### src/verilog/rxfe_map.vh
// Register offsets, field positions, reset values and constants of the receive error block
`ifndef RXFE_MAP_VH
`define RXFE_MAP_VH

// Register byte offsets
`define RXFE_OFF_CTRL      4'h0
`define RXFE_OFF_EVENT     4'h4
`define RXFE_OFF_STATE     4'h8
`define RXFE_OFF_TXFCS     4'hc

// Control register field positions
`define RXFE_CTRL_ABORT_DIS   0
`define RXFE_CTRL_AUTO_REEN   1
`define RXFE_CTRL_SEED_ONES   2
`define RXFE_CTRL_HDR_FMT     3
`define RXFE_CTRL_RX_ON_CMD   8
`define RXFE_CTRL_RX_OFF_CMD  9

// Event register field positions
`define RXFE_EV_RS_ERR     0
`define RXFE_EV_GOOD       1
`define RXFE_EV_FCS_ERR    2
`define RXFE_EV_LEN_ERR    3

// Reset values of the control bits
`define RXFE_RST_ABORT_DIS 1'b0
`define RXFE_RST_AUTO_REEN 1'b0
`define RXFE_RST_SEED_ONES 1'b0
`define RXFE_RST_HDR_FMT   1'b0

// Frame check sequence constants
`define RXFE_FCS_POLY_REV  16'h8408
`define RXFE_FCS_SEED_ZERO 16'h0000
`define RXFE_FCS_SEED_ONES 16'hffff
`define RXFE_FCS_RESIDUE   16'h0000

// Payload length limits per header format
`define RXFE_STD_MAX_LEN   10'h07f
`define RXFE_EXT_MAX_LEN   10'h3ff
`define RXFE_MIN_LEN       10'h002

// Bus answers
`define RXFE_RESP_OKAY     2'b00
`define RXFE_RESP_SLVERR   2'b10

`endif

### src/verilog/rxfe_top.v
// Receive error handling, frame check seed and header format control with register bus
//
// The AXI4-Lite interface to the registers and the register offsets were decided locally.
`timescale 1ns/1ps
`default_nettype none
`include "rxfe_map.vh"

module rxfe_top
(
  // Clock and reset
  input  wire        aclk,
  input  wire        aresetn,
  // AXI4-Lite write address
  input  wire [3:0]  s_axi_awaddr,
  input  wire [2:0]  s_axi_awprot,
  input  wire        s_axi_awvalid,
  output wire        s_axi_awready,
  // AXI4-Lite write data
  input  wire [31:0] s_axi_wdata,
  input  wire [3:0]  s_axi_wstrb,
  input  wire        s_axi_wvalid,
  output wire        s_axi_wready,
  // AXI4-Lite write response
  output reg  [1:0]  s_axi_bresp,
  output reg         s_axi_bvalid,
  input  wire        s_axi_bready,
  // AXI4-Lite read address
  input  wire [3:0]  s_axi_araddr,
  input  wire [2:0]  s_axi_arprot,
  input  wire        s_axi_arvalid,
  output wire        s_axi_arready,
  // AXI4-Lite read data
  output reg  [31:0] s_axi_rdata,
  output reg  [1:0]  s_axi_rresp,
  output reg         s_axi_rvalid,
  input  wire        s_axi_rready,
  // Receive datapath events
  input  wire        rx_frame_start,
  input  wire        rx_hdr_valid,
  input  wire [9:0]  rx_hdr_len,
  input  wire        rx_byte_valid,
  input  wire [7:0]  rx_byte,
  input  wire        rx_rs_error,
  // Receive control outputs
  output reg         rx_on,
  output reg         rx_hunt_start,
  output reg         rx_abort,
  output reg         rx_frame_done,
  output reg         rx_fcs_ok,
  // Transmit check sequence
  input  wire        tx_start,
  input  wire        tx_byte_valid,
  input  wire [7:0]  tx_byte,
  input  wire        tx_last,
  output wire [15:0] tx_fcs,
  output reg         tx_fcs_done
);

  // Receive states
  localparam [1:0] ST_OFF  = 2'd0;
  localparam [1:0] ST_HUNT = 2'd1;
  localparam [1:0] ST_HDR  = 2'd2;
  localparam [1:0] ST_DATA = 2'd3;

  // Configuration bits
  reg        rs_error_abort_disable;
  reg        rx_auto_reenable;
  reg        fcs_seed_all_ones;
  reg        header_format_select;
  // Event flags
  reg        rx_rs_decode_error_flag;
  reg        flag_good;
  reg        flag_fcs_err;
  reg        flag_len_err;
  // Receive machine
  reg  [1:0] state;
  reg  [1:0] next_state;
  reg  [9:0] frame_len;
  reg  [9:0] byte_cnt;
  reg        check_pend;
  // Bus slave holding
  reg        aw_held;
  reg        w_held;
  reg  [3:0] aw_addr;
  reg [31:0] w_data;
  reg  [3:0] w_strb;
  // Decode and event wires
  wire [15:0] rx_crc;
  wire [9:0]  hdr_len;
  wire        hdr_bad;
  wire        wr_do;
  wire        rx_cmd_on;
  wire        rx_cmd_off;
  wire        rs_hit;
  wire        rs_abort;
  wire        last_byte;
  wire        hdr_fail;
  wire        ev_clr_wr;

  ////////////////////////////////////////////////////////////////////////////
  // Check sequence units for receive and transmit
  rxfe_fcs u_rx_fcs
  (
    .aclk       (aclk),
    .aresetn    (aresetn),
    .init       (state == ST_HUNT && rx_frame_start),
    .seed_ones  (fcs_seed_all_ones),
    .byte_valid (state == ST_DATA && rx_byte_valid),
    .byte_data  (rx_byte),
    .crc        (rx_crc)
  );

  rxfe_fcs u_tx_fcs
  (
    .aclk       (aclk),
    .aresetn    (aresetn),
    .init       (tx_start),
    .seed_ones  (fcs_seed_all_ones),
    .byte_valid (tx_byte_valid),
    .byte_data  (tx_byte),
    .crc        (tx_fcs)
  );

  // Header length check
  rxfe_hdr_check u_hdr
  (
    .hdr_len_raw    (rx_hdr_len),
    .hdr_format_ext (header_format_select),
    .frame_len      (hdr_len),
    .len_bad        (hdr_bad)
  );

  ////////////////////////////////////////////////////////////////////////////
  // Bus handshakes: one write and one read at a time
  assign s_axi_awready = !aw_held && !s_axi_bvalid;
  assign s_axi_wready  = !w_held && !s_axi_bvalid;
  assign s_axi_arready = !s_axi_rvalid;
  assign wr_do         = aw_held && w_held && !s_axi_bvalid;

  // Software commands and event clear
  assign rx_cmd_on  = wr_do && aw_addr == `RXFE_OFF_CTRL && w_strb[1] &&
                      w_data[`RXFE_CTRL_RX_ON_CMD];
  assign rx_cmd_off = wr_do && aw_addr == `RXFE_OFF_CTRL && w_strb[1] &&
                      w_data[`RXFE_CTRL_RX_OFF_CMD];
  assign ev_clr_wr  = wr_do && aw_addr == `RXFE_OFF_EVENT && w_strb[0];

  // Receive events
  assign rs_hit    = (state == ST_HDR || state == ST_DATA) && rx_rs_error;
  assign rs_abort  = rs_hit && !rs_error_abort_disable;
  assign last_byte = state == ST_DATA && rx_byte_valid && (byte_cnt + 10'h001 == frame_len);
  assign hdr_fail  = state == ST_HDR && rx_hdr_valid && hdr_bad;

  // Address and data capture, either order
  always @(posedge aclk)
  begin
    if (!aresetn)
    begin
      aw_held <= 1'b0;
      w_held  <= 1'b0;
      aw_addr <= 4'h0;
      w_data  <= 32'h0000_0000;
      w_strb  <= 4'h0;
    end
    else
    begin
      if (s_axi_awvalid && s_axi_awready)
      begin
        aw_held <= 1'b1;
        aw_addr <= s_axi_awaddr;
      end
      else if (wr_do)
        aw_held <= 1'b0;
      if (s_axi_wvalid && s_axi_wready)
      begin
        w_held <= 1'b1;
        w_data <= s_axi_wdata;
        w_strb <= s_axi_wstrb;
      end
      else if (wr_do)
        w_held <= 1'b0;
    end
  end

  // Write response and configuration writes
  always @(posedge aclk)
  begin
    if (!aresetn)
    begin
      s_axi_bvalid           <= 1'b0;
      s_axi_bresp            <= `RXFE_RESP_OKAY;
      rs_error_abort_disable <= `RXFE_RST_ABORT_DIS;
      rx_auto_reenable       <= `RXFE_RST_AUTO_REEN;
      fcs_seed_all_ones      <= `RXFE_RST_SEED_ONES;
      header_format_select   <= `RXFE_RST_HDR_FMT;
    end
    else
    begin
      if (wr_do)
      begin
        s_axi_bvalid <= 1'b1;
        s_axi_bresp  <= (aw_addr == `RXFE_OFF_CTRL || aw_addr == `RXFE_OFF_EVENT) ?
                        `RXFE_RESP_OKAY : `RXFE_RESP_SLVERR;
        if (aw_addr == `RXFE_OFF_CTRL && w_strb[0])
        begin
          rs_error_abort_disable <= w_data[`RXFE_CTRL_ABORT_DIS];
          rx_auto_reenable       <= w_data[`RXFE_CTRL_AUTO_REEN];
          fcs_seed_all_ones      <= w_data[`RXFE_CTRL_SEED_ONES];
          header_format_select   <= w_data[`RXFE_CTRL_HDR_FMT];
        end
      end
      else if (s_axi_bready)
        s_axi_bvalid <= 1'b0;
    end
  end

  // Register reads
  always @(posedge aclk)
  begin
    if (!aresetn)
    begin
      s_axi_rvalid <= 1'b0;
      s_axi_rdata  <= 32'h0000_0000;
      s_axi_rresp  <= `RXFE_RESP_OKAY;
    end
    else if (s_axi_arvalid && s_axi_arready)
    begin
      s_axi_rvalid <= 1'b1;
      s_axi_rresp  <= `RXFE_RESP_OKAY;
      case (s_axi_araddr)
        `RXFE_OFF_CTRL:
          s_axi_rdata <= {28'h0000000, header_format_select, fcs_seed_all_ones,
                          rx_auto_reenable, rs_error_abort_disable};
        `RXFE_OFF_EVENT:
          s_axi_rdata <= {28'h0000000, flag_len_err, flag_fcs_err, flag_good,
                          rx_rs_decode_error_flag};
        `RXFE_OFF_STATE:
          s_axi_rdata <= {6'h00, byte_cnt, 2'h0, frame_len, 1'b0, rx_on, state};
        `RXFE_OFF_TXFCS:
          s_axi_rdata <= {16'h0000, tx_fcs};
        default:
        begin
          s_axi_rdata <= 32'h0000_0000;
          s_axi_rresp <= `RXFE_RESP_SLVERR;
        end
      endcase
    end
    else if (s_axi_rready)
      s_axi_rvalid <= 1'b0;
  end

  ////////////////////////////////////////////////////////////////////////////
  // Receive machine next state
  always @*
  begin
    next_state = state;
    case (state)
      ST_OFF:
        if (rx_cmd_on)
          next_state = ST_HUNT;
      ST_HUNT:
        if (rx_frame_start)
          next_state = ST_HDR;
      ST_HDR:
        if (rs_abort || hdr_fail)
          next_state = rx_auto_reenable ? ST_HUNT : ST_OFF;
        else if (rx_hdr_valid)
          next_state = ST_DATA;
      ST_DATA:
        if (rs_abort)
          next_state = rx_auto_reenable ? ST_HUNT : ST_OFF;
        else if (last_byte)
          next_state = ST_OFF;
      default:
        next_state = ST_OFF;
    endcase
    if (rx_cmd_off)
      next_state = ST_OFF;
  end

  // Receive machine registers and strobes
  always @(posedge aclk)
  begin
    if (!aresetn)
    begin
      state         <= ST_OFF;
      rx_on         <= 1'b0;
      frame_len     <= 10'h000;
      byte_cnt      <= 10'h000;
      check_pend    <= 1'b0;
      rx_hunt_start <= 1'b0;
      rx_abort      <= 1'b0;
      rx_frame_done <= 1'b0;
      rx_fcs_ok     <= 1'b0;
      tx_fcs_done   <= 1'b0;
    end
    else
    begin
      state         <= next_state;
      rx_on         <= next_state != ST_OFF;
      rx_hunt_start <= next_state == ST_HUNT && state != ST_HUNT;
      rx_abort      <= (rs_abort || hdr_fail) && !rx_cmd_off;
      check_pend    <= last_byte && !rs_abort && !rx_cmd_off;
      rx_frame_done <= check_pend;
      rx_fcs_ok     <= check_pend && rx_crc == `RXFE_FCS_RESIDUE;
      tx_fcs_done   <= tx_byte_valid && tx_last;
      if (state == ST_HDR && rx_hdr_valid)
      begin
        frame_len <= hdr_len;
        byte_cnt  <= 10'h000;
      end
      else if (state == ST_DATA && rx_byte_valid)
        byte_cnt <= byte_cnt + 10'h001;
    end
  end

  ////////////////////////////////////////////////////////////////////////////
  // Sticky event flags, write one to clear, a new event wins
  always @(posedge aclk)
  begin
    if (!aresetn)
    begin
      rx_rs_decode_error_flag <= 1'b0;
      flag_good               <= 1'b0;
      flag_fcs_err            <= 1'b0;
      flag_len_err            <= 1'b0;
    end
    else
    begin
      if (rs_hit)
        rx_rs_decode_error_flag <= 1'b1;
      else if (ev_clr_wr && w_data[`RXFE_EV_RS_ERR])
        rx_rs_decode_error_flag <= 1'b0;
      if (check_pend && rx_crc == `RXFE_FCS_RESIDUE)
        flag_good <= 1'b1;
      else if (ev_clr_wr && w_data[`RXFE_EV_GOOD])
        flag_good <= 1'b0;
      if (check_pend && rx_crc != `RXFE_FCS_RESIDUE)
        flag_fcs_err <= 1'b1;
      else if (ev_clr_wr && w_data[`RXFE_EV_FCS_ERR])
        flag_fcs_err <= 1'b0;
      if (hdr_fail)
        flag_len_err <= 1'b1;
      else if (ev_clr_wr && w_data[`RXFE_EV_LEN_ERR])
        flag_len_err <= 1'b0;
    end
  end

endmodule

`default_nettype wire

### src/verilog/rxfe_fcs.v
// Frame check sequence generator and checker, 16-bit reflected CRC
`timescale 1ns/1ps
`default_nettype none
`include "rxfe_map.vh"

module rxfe_fcs
(
  // Clock and reset
  input  wire        aclk,
  input  wire        aresetn,
  // Control
  input  wire        init,
  input  wire        seed_ones,
  // Octet stream
  input  wire        byte_valid,
  input  wire [7:0]  byte_data,
  // Result
  output reg  [15:0] crc
);

  // One octet through the CRC, least significant bit first
  function [15:0] rxfe_crc_byte;
    input [15:0] c;
    input [7:0]  d;
    integer      i;
    reg   [15:0] r;
    begin
      r = c;
      for (i = 0; i < 8; i = i + 1)
      begin
        if (r[0] ^ d[i])
          r = (r >> 1) ^ `RXFE_FCS_POLY_REV;
        else
          r = r >> 1;
      end
      rxfe_crc_byte = r;
    end
  endfunction

  ////////////////////////////////////////////////////////////////////////////
  // Seed load at frame start, then octet update
  always @(posedge aclk)
  begin
    if (!aresetn)
      crc <= `RXFE_FCS_SEED_ZERO;
    else if (init)
      crc <= seed_ones ? `RXFE_FCS_SEED_ONES : `RXFE_FCS_SEED_ZERO;
    else if (byte_valid)
      crc <= rxfe_crc_byte(crc, byte_data);
  end

endmodule

`default_nettype wire

### src/verilog/rxfe_hdr_check.v
// Header length field check against the selected header format
`timescale 1ns/1ps
`default_nettype none
`include "rxfe_map.vh"

module rxfe_hdr_check
(
  // Header input
  input  wire [9:0] hdr_len_raw,
  input  wire       hdr_format_ext,
  // Result
  output wire [9:0] frame_len,
  output wire       len_bad
);

  // Standard format keeps a 7-bit length field
  assign frame_len = hdr_format_ext ? hdr_len_raw : {3'h0, hdr_len_raw[6:0]};

  // Too short to hold the check sequence or above the format limit
  assign len_bad = (frame_len < `RXFE_MIN_LEN) ||
                   (frame_len > (hdr_format_ext ? `RXFE_EXT_MAX_LEN : `RXFE_STD_MAX_LEN));

endmodule

`default_nettype wire

### config.mk
export PLATFORM = sky130hd
export DESIGN_NAME = rxfe_top
export DESIGN_NICKNAME = d
export VERILOG_FILES = /design/src/verilog/rxfe_top.v /design/src/verilog/rxfe_fcs.v /design/src/verilog/rxfe_hdr_check.v
export VERILOG_INCLUDE_DIRS = /design/src /design/src/verilog
export SDC_FILE = /design/constraint.sdc
export NUM_CORES = 1
export LEC_CHECK = 0
export BUFFER_PORTS_ARGS = -buffer_cell sky130_fd_sc_hd__buf_2
export CORE_MARGIN = 4
export CORE_UTILIZATION = 48
export CTS_CLUSTER_DIAMETER = 100
export CTS_CLUSTER_SIZE = 10
export DETAILED_ROUTE_END_ITERATION = 7
export PLACE_DENSITY = 0.77
export SYNTH_ARGS = -nofsm -noshare
export SYNTH_HDL_FRONTEND = slang
export SYNTH_HIERARCHICAL = 1
export SYNTH_SLANG_ARGS = --single-unit
### constraint.sdc
create_clock -name aclk -period 1.87 [get_ports aclk]
set_input_delay 0.187 -clock aclk [delete_from_list [all_inputs] [get_ports aclk]]
set_output_delay 0.187 -clock aclk [all_outputs]
set_load 0.1 [all_outputs]
==> results.sh <==
export IMPL_path_buf_inv=0
export IMPL_drive_gt1_share_pct=31.3
export IMPL_clk_pin_slew_ps=50
export IMPL_detail_route_antenna_nets=0
export IMPL_ys_warn_count=6
export IMPL_insertion_delay_ps=410
export IMPL_worstHoldStart="tx_last"
export IMPL_status="finished, violations left"
export IMPL_antenna_found_initial=0
export IMPL_cts_root_buf="clkbuf_16"
export IMPL_avgSynthCellArea_um2=8.86
export IMPL_netlist_area_um2=5640
export IMPL_power_switching_mw=1.86
export IMPL_endpoint_kind="flip-flop"
export IMPL_drc=0
export IMPL_synth_cell_type_count=53
export IMPL_routed_via_density=5.50
export IMPL_cts_max_level=4
export IMPL_row_count=39
export IMPL_cts_buffers=17
export IMPL_io_pin_count=153
export IMPL_pwr_share_seq_pct=35.8
export IMPL_synth_top_flop_cell="dfxtp_1"
export IMPL_drtIter0Drc=442
export IMPL_pwr_share_clk_pct=50.4
export IMPL_die_w_um=116
export IMPL_initial_utilization_pct=49.2
export IMPL_first_global_vias=4838
export IMPL_required_ps=2170
export IMPL_max_stage_delay_ps=380
export IMPL_tightest_slew_ps=709
export IMPL_cts_hold_buf=0
export IMPL_place_hpwl_um=11300
export IMPL_setup_ws_ps=-18.3
export IMPL_nNetsFinal=863
export IMPL_ys_seq_area_share_pct=40.1
export IMPL_ys_ff_latch=113
export IMPL_vias=5108
export IMPL_worstHoldPathType="input port to flip-flop"
export IMPL_finalMaxSlewViolations=0
export IMPL_maxCapViolCount=0
export IMPL_clockBufferDepth=2
export IMPL_dr_pass1_iters=8
export IMPL_reg2reg_from="byte_cnt[0]"
export IMPL_wl_per_cell_um=16.7
export IMPL_path_delay_family="simple AND/OR/NAND/NOR gates"
export IMPL_p_comb_share_pct=13.8
export IMPL_grt_overflow=0
export IMPL_cts_tree="built"
export IMPL_worstSetupPathType="flip-flop to flip-flop"
export IMPL_p_per_area_nw_per_um2=973
export IMPL_antenna_cells=0
export IMPL_violations="negative setup slack"
export IMPL_clkSinkCount=113
export IMPL_critPathArrivalTime_ps=2180
export IMPL_die_area_um2=13600
export IMPL_final_cells=928
export IMPL_finalSetupViolCount=5
export IMPL_post_route_period_util_pct=101
export IMPL_async_flop_share_pct=0
export IMPL_finClkSkew_ps=9.27
export IMPL_core_area_um2=11500
export IMPL_p_sw_share_pct=26.4
export IMPL_placed_cells=894
export IMPL_port_buffer_count=110
export IMPL_ir_worst_vdd_mv=0.614
export IMPL_grt_total_usage_pct=23.5
export IMPL_synth_edf_count=0
export IMPL_rsz0062_at_grt="true"
export IMPL_grt_start_max_net_pins=27
export IMPL_power_mw=7.07
export IMPL_wl_um=15500
export IMPL_min_period_ps=1890
export IMPL_power_leakage_nw=3.02
export IMPL_grt_pass1_wl_um=24500
export IMPL_synthToLayoutAreaGrowth_pct=28.8
export IMPL_synthCells=637
export IMPL_fmax_ghz=0.530
export IMPL_final_hold_viol_count=0
export IMPL_timing_critical_path_from="byte_cnt[0]"
export IMPL_die_h_um=116
export IMPL_cp_max_fo=5
export IMPL_internal_power_mw=5.20
export IMPL_critPathSlowestCell="or3_4"
export IMPL_gp_congestion=0.899
export IMPL_worstPathCellList="ha_2, xor2_1, nor3_1, nand4_1, or3_4, nor3_2, nor2_1"
export IMPL_critPathLaunchType="flip-flop"
export IMPL_max_slew_margin_pct=52.4
==> per-layer routing <==
| metal | vias up | global-route usage, % | wire length [um] |
|---|---|---|---|
| met5 | - | 0 | 0 |
| met4 | 0 | 9.67 | 334 |
| met3 | 25 | 4.61 | 1180 |
| met2 | 229 | 36.7 | 6980 |
| met1 | 2397 | 31.9 | 7050 |
| li1 | 2457 | - | - |
==> state kept, by name, summed over array words and instances, names as in the netlist, 2 cells and up <==
| register | flops |
|---|---|
| s_axi_rdata | 26 |
| u_tx_fcs/crc | 16 |
| w_data | 6 |
| u_rx_fcs/crc | 16 |
| frame_len | 10 |
| w_strb | 2 |
| byte_cnt | 10 |
| aw_addr | 4 |
| state | 2 |
==> kinds of logic (layout without fill, tap and decap cells) <==
group	Yosys count	after routing	synth area share, %
compound gates	135	135	16.2
xor+xnor	68	68	12.7
fa+ha+maj	1	1	0.222
flops	113	113	40.1
other cells	1	8	0.0665
mux	24	24	4.28
simple gates	238	238	21.3
buf+inv	57	198	5.10
==> synth_stat cells (all sizes together), types with 2 or more instances <==
library cell    n  area, um^2
dfxtp         113        2260
nand2          82         308
xnor2          55         587
a21boi         35         263
o21ai          32         160
nor2           30         113
buf            28         179
nand3          26         135
and2           25         156
a21oi          23         115
mux2i          23         230
nor2b          22         138
clkbuf         20        75.1
nor3           16        80.1
a22oi          14         105
xor2           13         129
a211oi         11         108
inv             9        33.8
and3            7        45.1
nor4            7        62.6
o22ai           6        37.5
nand3b          5        37.5
nand4           5        31.3
a211o           3        26.3
a221oi          3        26.3
nand2b          3        18.8
or3             3        20.0
a31oi           2        12.5
and4            2        18.8
o211a           2        20.0
==> worst reg2reg max path, stage by stage, from the launching register on <==
cell and delay [ps]:
dfxtp_4 370, ha_2 290, xor2_1 160, nor3_1 170
nand4_1 170, or3_4 380, nor3_2 170, nor2_1 70
==> placed cells by master (no fill, tap or decap), types with 14 or more instances in the layout <==
cell | Yosys | final
xnor2_2 | 14 | 15
a22oi_1 | 14 | 14
xnor2_1 | 41 | 40
nor2_1 | 30 | 28
buf_4 | 16 | 47
mux2i_1 | 23 | 23
and2_1 | 25 | 24
dfxtp_1 | 113 | 104
nor2b_1 | 22 | 22
o21ai_0 | 30 | 27
buf_2 | 11 | 110
a21boi_0 | 35 | 34
nand2_1 | 82 | 80
clkbuf_16 | 0 | 19
nand3_1 | 25 | 25
a21oi_1 | 23 | 23
==> power by group through the flow <==
stage | clock network [mW] | logic (mW) | registers (mW)
after CTS | 3.60 | 0.971 | 2.53
after global placement | 0 | 0.940 | 2.57
after floorplan | 0 | 0.540 | 2.78
final | 3.56 | 0.978 | 2.53
after global routing | 3.72 | 1.03 | 2.53
after detailed placement | 0 | 0.953 | 2.58
==> final cells by class <==
cell class	instances	area, um^2
inverter	9	37.5
tap	143	179
clock buffer	23	510
fill	956	4200
timing repair buffer	157	903
sequential	113	2280
clock inverter	9	148
multi-input combinational	474	3210
==> metrics by stage <==
step | worst slack (ps) | util (%) | area, um^2 | hold WS [ps] | setup TNS, ps
after CTS | -23.0 | 62.9 | 7210 | 5.80 | -55.2
after global routing | -61.8 | 63.3 | 7260 | 3.21 | -267
after floorplan | 3.55 | - | 5710 | 324 | 0
after global placement | -244 | 56.8 | 6520 | 430 | -716
after detailed placement | -330 | 56.8 | 6520 | 438 | -1090
final | -18.3 | 63.3 | 7260 | 15.0 | -61.7
==> final timing paths <==
check | to | slack (ps) | depth (start not counted)
hold / removal | tx_fcs_done | 10 | 2
hold reg to reg | s_axi_rdata[18] | 460 | 2
setup reg to reg | state[0] | -20 | 7
setup / recovery | state[0] | -20 | 7
==> timing repair <==
action / CTS / global route
pin swaps: 5 / 6
setup endpoints to repair: 5 / 10
resized for setup: 10 / 13
setup buffers: 1 / 1
Power figures use the tool's default switching activity.
